### config.mk
export PLATFORM = sky130hd
export DESIGN_NAME = sncr_node_regs
export DESIGN_NICKNAME = d
export VERILOG_FILES = /design/src/design/sncr_node_regs.v /design/src/design/sncr_array_mem.v
export VERILOG_INCLUDE_DIRS = /design/src /design/src/design
export SDC_FILE = /design/constraint.sdc
export NUM_CORES = 2
export LEC_CHECK = 0
export BUFFER_PORTS_ARGS = -buffer_cell sky130_fd_sc_hd__buf_2
export CORE_MARGIN = 3
export CORE_UTILIZATION = 58
export CTS_CLUSTER_SIZE = 12
export DETAILED_ROUTE_END_ITERATION = 16
export PLACE_DENSITY = 0.76
export SKIP_CTS_REPAIR_TIMING = 1
export SKIP_LAST_GASP = 1
export SLEW_MARGIN = 40
export SYNTH_ARGS = -nofsm -noshare
export SYNTH_HDL_FRONTEND = slang
export SYNTH_SLANG_ARGS = --single-unit
export TNS_END_PERCENT = 1
### constraint.sdc
create_clock -name clk -period 6.4 [get_ports clk]
set_clock_uncertainty 0.15 [all_clocks]
set_input_delay 1.28 -clock clk [delete_from_list [all_inputs] [get_ports clk]]
set_output_delay 1.28 -clock clk [all_outputs]
set_load 0.1 [all_outputs]
### src/design/sncr_defs.vh
// Constants of the switch node configuration register bank
`ifndef SNCR_DEFS_VH
`define SNCR_DEFS_VH

// Register numbers
`define SNCR_REG_NODE_IDENT 8'h00
`define SNCR_REG_TOPO_INFO 8'h01
`define SNCR_REG_SEC_HDR 8'h04
`define SNCR_REG_ROUTE_ID 8'h05
`define SNCR_REG_PLL_RATIO 8'h06
`define SNCR_REG_SW_CLK 8'h07
`define SNCR_REG_REF_CLK 8'h08
`define SNCR_REG_DIR_LOW 8'h0C
`define SNCR_REG_DIR_HIGH 8'h0D
`define SNCR_REG_DBG_PIN 8'h10
`define SNCR_REG_DBG_ORIGIN 8'h1F
`define SNCR_REG_LINK_BASE 8'h20
`define SNCR_REG_PROCESSOR_LINK_BASE 8'h40
`define SNCR_REG_LSETUP_BASE 8'h80
`define SNCR_REG_LFIXED_BASE 8'hA0

// Switch security and header fields
`define SNCR_SEC_WR_LOCK_BIT 31
`define SNCR_SEC_PLL_LOCK_BIT 8
`define SNCR_SEC_HDR_BIT 0

// Field masks of writable registers
`define SNCR_MASK_SEC 32'h80000101
`define SNCR_MASK_ROUTE_ID 32'h0000FFFF
`define SNCR_MASK_PLL 32'h039FFF7F
`define SNCR_MASK_SW_CLK 32'h0000FFFF
`define SNCR_MASK_REF_CLK 32'h0000FFFF
`define SNCR_MASK_DBG_PIN 32'h00000003
`define SNCR_MASK_DBG_ORIGIN 32'h00000011

// Reset values
`define SNCR_RST_ROUTE_ID 32'h00000000
`define SNCR_RST_SW_CLK 32'h00000000
`define SNCR_RST_REF_CLK 32'h00000003
`define SNCR_RST_DIR 32'h00000000
`define SNCR_RST_PLL 32'h00000000

// Register array slots
`define SNCR_ARR_SLOTS 32
`define SNCR_ARR_AW 5

`endif

### src/design/sncr_node_regs.v
// Switch node configuration register bank
// Summary of operation
// - Registers reached only by configuration reads and writes by number.
// - Boot mode pins captured on the first edge after reset release, shown read-only in bits 17:16.
// - Identification read-only: chip id, switch revision, switch version.
// - Topology register read-only: links, cores, links per processor.
// - Security bit 31 set makes every configuration write rejected.
// - Security bit 8 set makes PLL settings writes ignored.
// - Security bit 0 selects one-byte packet headers; resets to 0.
`timescale 1ns/1ps
`include "sncr_defs.vh"
module sncr_node_regs #(
    parameter [7:0] CHIP_ID = 8'h5A,
    parameter [7:0] SW_REVISION = 8'h01,
    parameter [7:0] SW_VERSION = 8'h01,
    parameter [7:0] LINK_COUNT = 8'h08,
    parameter [7:0] CORE_COUNT = 8'h01,
    parameter [7:0] LINKS_PER_PROC = 8'h04,
    parameter [31:0] PLL_RST_VALUE = `SNCR_RST_PLL
) (
    // Clock and reset
    input wire clk,
    input wire rst_n,
    // Boot mode pins
    input wire boot_select_pin_a,
    input wire boot_select_pin_b,
    // Configuration transaction port
    input wire cfg_rd,
    input wire cfg_wr,
    input wire [7:0] cfg_num,
    input wire [31:0] cfg_wdata,
    output reg [31:0] cfg_rdata_q,
    output reg cfg_rvalid_q,
    output reg cfg_wack_q,
    output reg cfg_werr_q,
    // Configuration outputs to the switch
    output wire one_byte_headers,
    output wire pll_locked,
    output wire [15:0] route_id,
    output wire [31:0] pll_settings,
    output reg pll_write_pulse_q,
    output wire [15:0] switch_clock_div,
    output wire [15:0] reference_clock_div,
    output wire [63:0] route_directions,
    output wire [1:0] debug_pin_cfg
);
    ////////////////////////////////////////////////////////////////////
    // Decode helpers
    function is_array;
        input [7:0] num;
        begin
            is_array = ((num & 8'hF8) == `SNCR_REG_LINK_BASE) ||
                ((num & 8'hFC) == `SNCR_REG_PROCESSOR_LINK_BASE) ||
                ((num & 8'hF8) == `SNCR_REG_LSETUP_BASE) ||
                ((num & 8'hF8) == `SNCR_REG_LFIXED_BASE);
        end
    endfunction

    function [4:0] array_slot;
        input [7:0] num;
        begin
            array_slot = {num[7:5] == 3'b101 ? 2'b11 :
                num[7] ? 2'b10 : num[6] ? 2'b01 : 2'b00, num[2:0]};
        end
    endfunction

    ////////////////////////////////////////////////////////////////////
    // Registers
    reg [1:0] boot_pins_q;
    reg boot_cap_q;
    reg wr_lock_q;
    reg pll_lock_q;
    reg hdr_mode_q;
    reg [31:0] route_id_q;
    reg [31:0] pll_q;
    reg [31:0] sw_clk_q;
    reg [31:0] ref_clk_q;
    reg [31:0] dir_low_q;
    reg [31:0] dir_high_q;
    reg [31:0] dbg_pin_q;
    reg [31:0] dbg_origin_q;
    reg rd_arr_q;
    wire [31:0] arr_rdata;
    wire wr_ok;
    wire arr_wr;
    wire [31:0] sec_word;

    assign wr_ok = cfg_wr && !wr_lock_q;
    assign arr_wr = wr_ok && is_array(cfg_num);
    assign sec_word = {wr_lock_q, 22'h0, pll_lock_q, 7'h00,
        hdr_mode_q};

    // Boot pins sampled on the first edge after reset release
    always @(posedge clk) begin
        if (!rst_n) begin
            boot_pins_q <= 2'b00;
            boot_cap_q <= 1'b0;
        end else if (!boot_cap_q) begin
            boot_pins_q <= {boot_select_pin_b, boot_select_pin_a};
            boot_cap_q <= 1'b1;
        end
    end

    always @(posedge clk) begin
        if (!rst_n) begin
            wr_lock_q <= 1'b0;
            pll_lock_q <= 1'b0;
            hdr_mode_q <= 1'b0;
            route_id_q <= `SNCR_RST_ROUTE_ID;
            pll_q <= PLL_RST_VALUE & `SNCR_MASK_PLL;
            sw_clk_q <= `SNCR_RST_SW_CLK;
            ref_clk_q <= `SNCR_RST_REF_CLK;
            dir_low_q <= `SNCR_RST_DIR;
            dir_high_q <= `SNCR_RST_DIR;
            dbg_pin_q <= 32'h00000000;
            dbg_origin_q <= 32'h00000000;
            pll_write_pulse_q <= 1'b0;
        end else begin
            pll_write_pulse_q <= 1'b0;
            if (wr_ok) begin
                if (cfg_num == `SNCR_REG_SEC_HDR) begin
                    // Lock bit is sticky until reset
                    wr_lock_q <= wr_lock_q |
                        cfg_wdata[`SNCR_SEC_WR_LOCK_BIT];
                    pll_lock_q <= cfg_wdata[`SNCR_SEC_PLL_LOCK_BIT];
                    hdr_mode_q <= cfg_wdata[`SNCR_SEC_HDR_BIT];
                end else if (cfg_num == `SNCR_REG_ROUTE_ID) begin
                    route_id_q <= cfg_wdata & `SNCR_MASK_ROUTE_ID;
                end else if (cfg_num == `SNCR_REG_PLL_RATIO) begin
                    if (!pll_lock_q) begin
                        pll_q <= cfg_wdata & `SNCR_MASK_PLL;
                        pll_write_pulse_q <= 1'b1;
                    end
                end else if (cfg_num == `SNCR_REG_SW_CLK) begin
                    sw_clk_q <= cfg_wdata & `SNCR_MASK_SW_CLK;
                end else if (cfg_num == `SNCR_REG_REF_CLK) begin
                    ref_clk_q <= cfg_wdata & `SNCR_MASK_REF_CLK;
                end else if (cfg_num == `SNCR_REG_DIR_LOW) begin
                    dir_low_q <= cfg_wdata;
                end else if (cfg_num == `SNCR_REG_DIR_HIGH) begin
                    dir_high_q <= cfg_wdata;
                end else if (cfg_num == `SNCR_REG_DBG_PIN) begin
                    dbg_pin_q <= cfg_wdata & `SNCR_MASK_DBG_PIN;
                end else if (cfg_num == `SNCR_REG_DBG_ORIGIN) begin
                    dbg_origin_q <= cfg_wdata & `SNCR_MASK_DBG_ORIGIN;
                end
            end
        end
    end

    ////////////////////////////////////////////////////////////////////
    // Link register groups
    sncr_array_mem #(
        .DEPTH(`SNCR_ARR_SLOTS),
        .AW(`SNCR_ARR_AW),
        .DW(32)
    ) u_arr (
        .clk(clk),
        .rst_n(rst_n),
        .wr_en(arr_wr),
        .wr_addr(array_slot(cfg_num)),
        .wr_data(cfg_wdata),
        .rd_addr(array_slot(cfg_num)),
        .rd_data_q(arr_rdata)
    );

    ////////////////////////////////////////////////////////////////////
    // Read path, write answer
    reg [31:0] rd_word;
    always @* begin
        rd_word = 32'h00000000;
        if (cfg_num == `SNCR_REG_NODE_IDENT) begin
            rd_word = {CHIP_ID, 6'h00, boot_pins_q, SW_REVISION,
                SW_VERSION};
        end else if (cfg_num == `SNCR_REG_TOPO_INFO) begin
            rd_word = {8'h00, LINK_COUNT, CORE_COUNT,
                LINKS_PER_PROC};
        end else if (cfg_num == `SNCR_REG_SEC_HDR) begin
            rd_word = sec_word;
        end else if (cfg_num == `SNCR_REG_ROUTE_ID) begin
            rd_word = route_id_q;
        end else if (cfg_num == `SNCR_REG_PLL_RATIO) begin
            rd_word = pll_q;
        end else if (cfg_num == `SNCR_REG_SW_CLK) begin
            rd_word = sw_clk_q;
        end else if (cfg_num == `SNCR_REG_REF_CLK) begin
            rd_word = ref_clk_q;
        end else if (cfg_num == `SNCR_REG_DIR_LOW) begin
            rd_word = dir_low_q;
        end else if (cfg_num == `SNCR_REG_DIR_HIGH) begin
            rd_word = dir_high_q;
        end else if (cfg_num == `SNCR_REG_DBG_PIN) begin
            rd_word = dbg_pin_q;
        end else if (cfg_num == `SNCR_REG_DBG_ORIGIN) begin
            rd_word = dbg_origin_q;
        end
    end

    reg [31:0] rd_hold_q;
    reg rd_pend_q;
    always @(posedge clk) begin
        if (!rst_n) begin
            rd_hold_q <= 32'h00000000;
            rd_pend_q <= 1'b0;
            rd_arr_q <= 1'b0;
            cfg_rdata_q <= 32'h00000000;
            cfg_rvalid_q <= 1'b0;
            cfg_wack_q <= 1'b0;
            cfg_werr_q <= 1'b0;
        end else begin
            rd_pend_q <= cfg_rd && !cfg_wr;
            rd_arr_q <= is_array(cfg_num);
            rd_hold_q <= rd_word;
            cfg_rvalid_q <= rd_pend_q;
            if (rd_pend_q) begin
                cfg_rdata_q <= rd_arr_q ? arr_rdata : rd_hold_q;
            end
            cfg_wack_q <= cfg_wr;
            cfg_werr_q <= cfg_wr && wr_lock_q;
        end
    end

    ////////////////////////////////////////////////////////////////////
    // Outputs
    assign one_byte_headers = hdr_mode_q;
    assign pll_locked = pll_lock_q;
    assign route_id = route_id_q[15:0];
    assign pll_settings = pll_q;
    assign switch_clock_div = sw_clk_q[15:0];
    assign reference_clock_div = ref_clk_q[15:0];
    assign route_directions = {dir_high_q, dir_low_q};
    assign debug_pin_cfg = dbg_pin_q[1:0];
endmodule // sncr_node_regs

### src/design/sncr_array_mem.v
// Small register memory for the link register groups
`timescale 1ns/1ps
module sncr_array_mem #(
    parameter DEPTH = 32,
    parameter AW = 5,
    parameter DW = 32
) (
    // Clock and reset
    input wire clk,
    input wire rst_n,
    // Write port
    input wire wr_en,
    input wire [AW-1:0] wr_addr,
    input wire [DW-1:0] wr_data,
    // Read port
    input wire [AW-1:0] rd_addr,
    output reg [DW-1:0] rd_data_q
);
    reg [DW-1:0] mem_q [0:DEPTH-1];
    integer i;

    always @(posedge clk) begin
        if (!rst_n) begin
            for (i = 0; i < DEPTH; i = i + 1) begin
                mem_q[i] <= {DW{1'b0}};
            end
            rd_data_q <= {DW{1'b0}};
        end else begin
            if (wr_en) begin
                mem_q[wr_addr] <= wr_data;
            end
            rd_data_q <= mem_q[rd_addr];
        end
    end
endmodule // sncr_array_mem

==> flow_summary.json <==
{
  "grt-ovfl-total": 0,
  "slowest_stage": "o21ai_4",
  "hpwl_um": 100000,
  "p_sw_share_pct": 23.4,
  "synth_warnings": 0,
  "post-synth-top-count-cell": "edfxtp_1",
  "vias": 35000,
  "syn-cell-area_um2": 54800,
  "die-width_um": 313,
  "place_congestion": 0.995,
  "cp_cell_sequence": "buf_2, or4b_4, a2111oi_4, nand3_2, o21ai_4, buf_4",
  "cts_tree": "yes",
  "vdd_drop_max_mv": 0.243,
  "p_leak_nw": 22.5,
  "cap_violations": 0,
  "p_per_area_nw_per_um2": 289,
  "ys_types": 61,
  "wl_per_cell_um": 29.4,
  "fin_setup_tns_ps": 0,
  "synth_seq_cells": 1271,
  "dp_cells": 5278,
  "synth_top_area_share_pct": 56.1,
  "drc": 0,
  "layout.cells.non_filler": 5507,
  "drtAntennaViolNets": 0,
  "synth_top_area_cell": "edfxtp_1",
  "setup_viol_count_final": 0,
  "row_count": 112,
  "cts_made_buffers": 130,
  "outcome": "complete, no violations",
  "p_sw_mw": 4.19,
  "worst-path-buf-inv": 2,
  "grt_pass1_wl_um": 232000,
  "ios": 230,
  "pwr-share-seq_pct": 52.9,
  "timing.final.crit_share_pct": 67.0,
  "grt_max_degree": 124,
  "hold_path.startpoint": "dir_low_q[15]$_SDFFE_PN0P_",
  "grtUsageTotal_pct": 32.8,
  "core_area_um2": 93500,
  "synth_commonest_cells": "edfxtp_1, and2_1, clkbuf_1",
  "viasPerCell": 6.36,
  "worstPathArrival_ps": 4540,
  "die_h_um": 313,
  "combPwrFrac_pct": 7.5,
  "layout.nets": 4206,
  "cp.required_ps": 6660,
  "min_path_type": "reg -> reg",
  "ys_top_cells_by_area": "edfxtp_1, and2_1, dfxtp_1",
  "synthToLayoutAreaGrowth_pct": 13.1,
  "power.clock.fraction_pct": 39.7,
  "avgSynthCellArea_um2": 13.9,
  "synthArstFlopShare_pct": 0,
  "min_period_ps": 4290,
  "path_clk_slew_ps": 60,
  "synthCells": 3934,
  "cts_max_path_buffers": 3,
  "drv_slew": 0,
  "dr.pass1.iters": 5,
  "crit_fanout": 17,
  "start_kind": "input pin",
  "antenna_found_initial": 8,
  "dieArea_um2": 98200,
  "relSlewSlack_pct": 35.2,
  "clock.fmax_ghz": 0.233,
  "cts-root-buf": "clkbuf_16",
  "path_class": "in -> reg",
  "rsz0062_at_grt": "false",
  "cpLargestDelayFamily": "compound AO/OA/AOI/OAI gates",
  "start_util_pct": 58.7,
  "hold_violations": 0,
  "clkSinkCount": 1271,
  "worstSkewPairLatency_ps": 740,
  "crit_path_end_kind": "flop",
  "internal-power_mw": 13.7,
  "ys.flop_type": "edfxtp_1",
  "drive_above_1_share_pct": 18.1,
  "routed_wirelength_um": 162000,
  "ys_seq_area_share_pct": 65.1,
  "crit_path_start": "cfg_num[7]",
  "grt_pass1_vias": 33700,
  "synth_edf_count": 1024,
  "r2r_start": "wr_lock_q$_SDFFE_PN0P_",
  "drt_iter0_drc": 5177,
  "max_stage_delay_ps": 840,
  "worstMarginPinSlew_ps": 960,
  "cts_max_level": 4,
  "port_buffers": 220
}
==> registers in the layout (all words and copies together) (netlist names) <==
| name | count |
|---|---|
| dir_high_q | 32 |
| one_byte_headers | 1 |
| cfg_rdata_q | 32 |
| pll_write_pulse_q | 1 |
| boot_pins_q | 2 |
| rd_hold_q | 32 |
| sw_clk_q | 16 |
| dbg_pin_q | 2 |
| ref_clk_q | 16 |
| cfg_wack_q | 1 |
| rd_pend_q | 1 |
| pll_locked | 1 |
| u_arr.rd_data_q | 32 |
| cfg_rvalid_q | 1 |
| boot_cap_q | 1 |
| wr_lock_q | 1 |
| u_arr.mem_q | 1024 |
| rd_arr_q | 1 |
| route_id_q | 16 |
| dbg_origin_q | 2 |
| pll_settings | 23 |
| dir_low_q | 32 |
| cfg_werr_q | 1 |
==> final timing paths <==
check	to	slack [ps]	cells past startpoint
worst max-delay path	u_arr.mem_q[8][11]$_SDFFCE_PN0P_	2110	6
worst min-delay path	dir_low_q[15]$_SDFFE_PN0P_	320	2
worst max register to register	u_arr.mem_q[11][29]$_SDFFCE_PN0P_	3260	6
worst min register to register	dir_low_q[15]$_SDFFE_PN0P_	320	2
==> final cells by class <==
class                           instances  area [um^2]
Timing Repair Buffer                  330         2190
Sequential cell                      1271        35700
Tap cell                             1254         1570
Fill cell                            6482        31500
Clock buffer                          193         3640
Multi-Input combinational cell       2418        18600
Antenna cell                            6         15.0
Clock inverter                         26          245
Inverter                                9         41.3
==> worst min-delay path: cells and delay by family, from the launching register on <==
kind / cells / cell delay [ps]
DFF: 1 / 320
and+or+nand+nor: 1 / 50
AOI/OAI and AO/OA: 1 / 50
==> layer usage <==
layer	GRT usage (%)	vias up	part of all wire (%)
met5	0	-	0
met4	20.1	0	7.0
met3	9.28	527	12
met2	49.1	2364	45
met1	42.8	17400	36
li1	-	14700	-
==> power groups by stage <==
stage          clock [mW]  combinational (mW)  sequential [mW]
2_1_floorplan           0               0.722             9.65
3_3_place_gp            0                1.28             9.62
3_5_place_dp            0                1.31             9.64
4_1_cts              7.14                1.31             9.47
5_1_grt              7.47                1.38             9.50
6_report             7.11                1.34             9.47
==> logic make-up after synthesis <==
kind of cell    count (synthesis)  synth area share (%)
compound gates                462                  5.64
buf+inv                       381                  2.83
flops                        1271                  65.1
mux                           450                  12.4
other cells                     1               0.00684
simple gates                 1369                  14.0
==> through the flow <==
| stage | setup slack (ps) | power, mW | util [%] | hold slack, ps | area, um^2 |
|---|---|---|---|---|---|
| finish | 2110 | 17.9 | 66.3 | 319 | 62000 |
| global route | 1950 | 18.3 | 66.3 | 339 | 62000 |
| CTS | 2140 | 17.9 | 66.1 | 318 | 61800 |
| detailed placement | 1370 | 10.9 | 62.0 | 309 | 57900 |
| global placement | 1430 | 10.9 | 61.8 | 304 | 57700 |
| floorplan | 708 | 10.4 | - | 310 | 55300 |
==> placed cells by master, fill, tap and decap left out, types with 7 or more instances in the layout <==
| master | synthesis | routed |
|---|---|---|
| a211oi_1 | 35 | 35 |
| a21oi_1 | 123 | 123 |
| a221oi_1 | 23 | 21 |
| a22o_1 | 21 | 21 |
| a22oi_1 | 46 | 46 |
| a31oi_1 | 12 | 12 |
| and2_1 | 902 | 902 |
| buf_2 | 31 | 203 |
| buf_4 | 10 | 108 |
| buf_8 | 0 | 8 |
| clkbuf_1 | 269 | 52 |
| clkbuf_16 | 0 | 134 |
| clkbuf_8 | 0 | 7 |
| clkinv_1 | 1 | 9 |
| conb_1 | 1 | 137 |
| dfxtp_1 | 247 | 245 |
| edfxtp_1 | 1024 | 1024 |
| inv_6 | 0 | 7 |
| mux2i_1 | 264 | 262 |
| mux4_2 | 184 | 184 |
| nand2_1 | 243 | 239 |
| nand2b_1 | 7 | 7 |
| nand3_1 | 22 | 20 |
| nor2_1 | 126 | 106 |
| nor2_2 | 4 | 20 |
| nor2_4 | 8 | 12 |
| nor2b_1 | 13 | 10 |
| nor3_1 | 14 | 9 |
| o21ai_0 | 45 | 17 |
| o21ai_4 | 0 | 28 |
| o221ai_1 | 20 | 20 |
| o22a_1 | 7 | 7 |
| o22ai_1 | 83 | 83 |
| o41ai_1 | 18 | 16 |
Power figures use the tool's default switching activity.
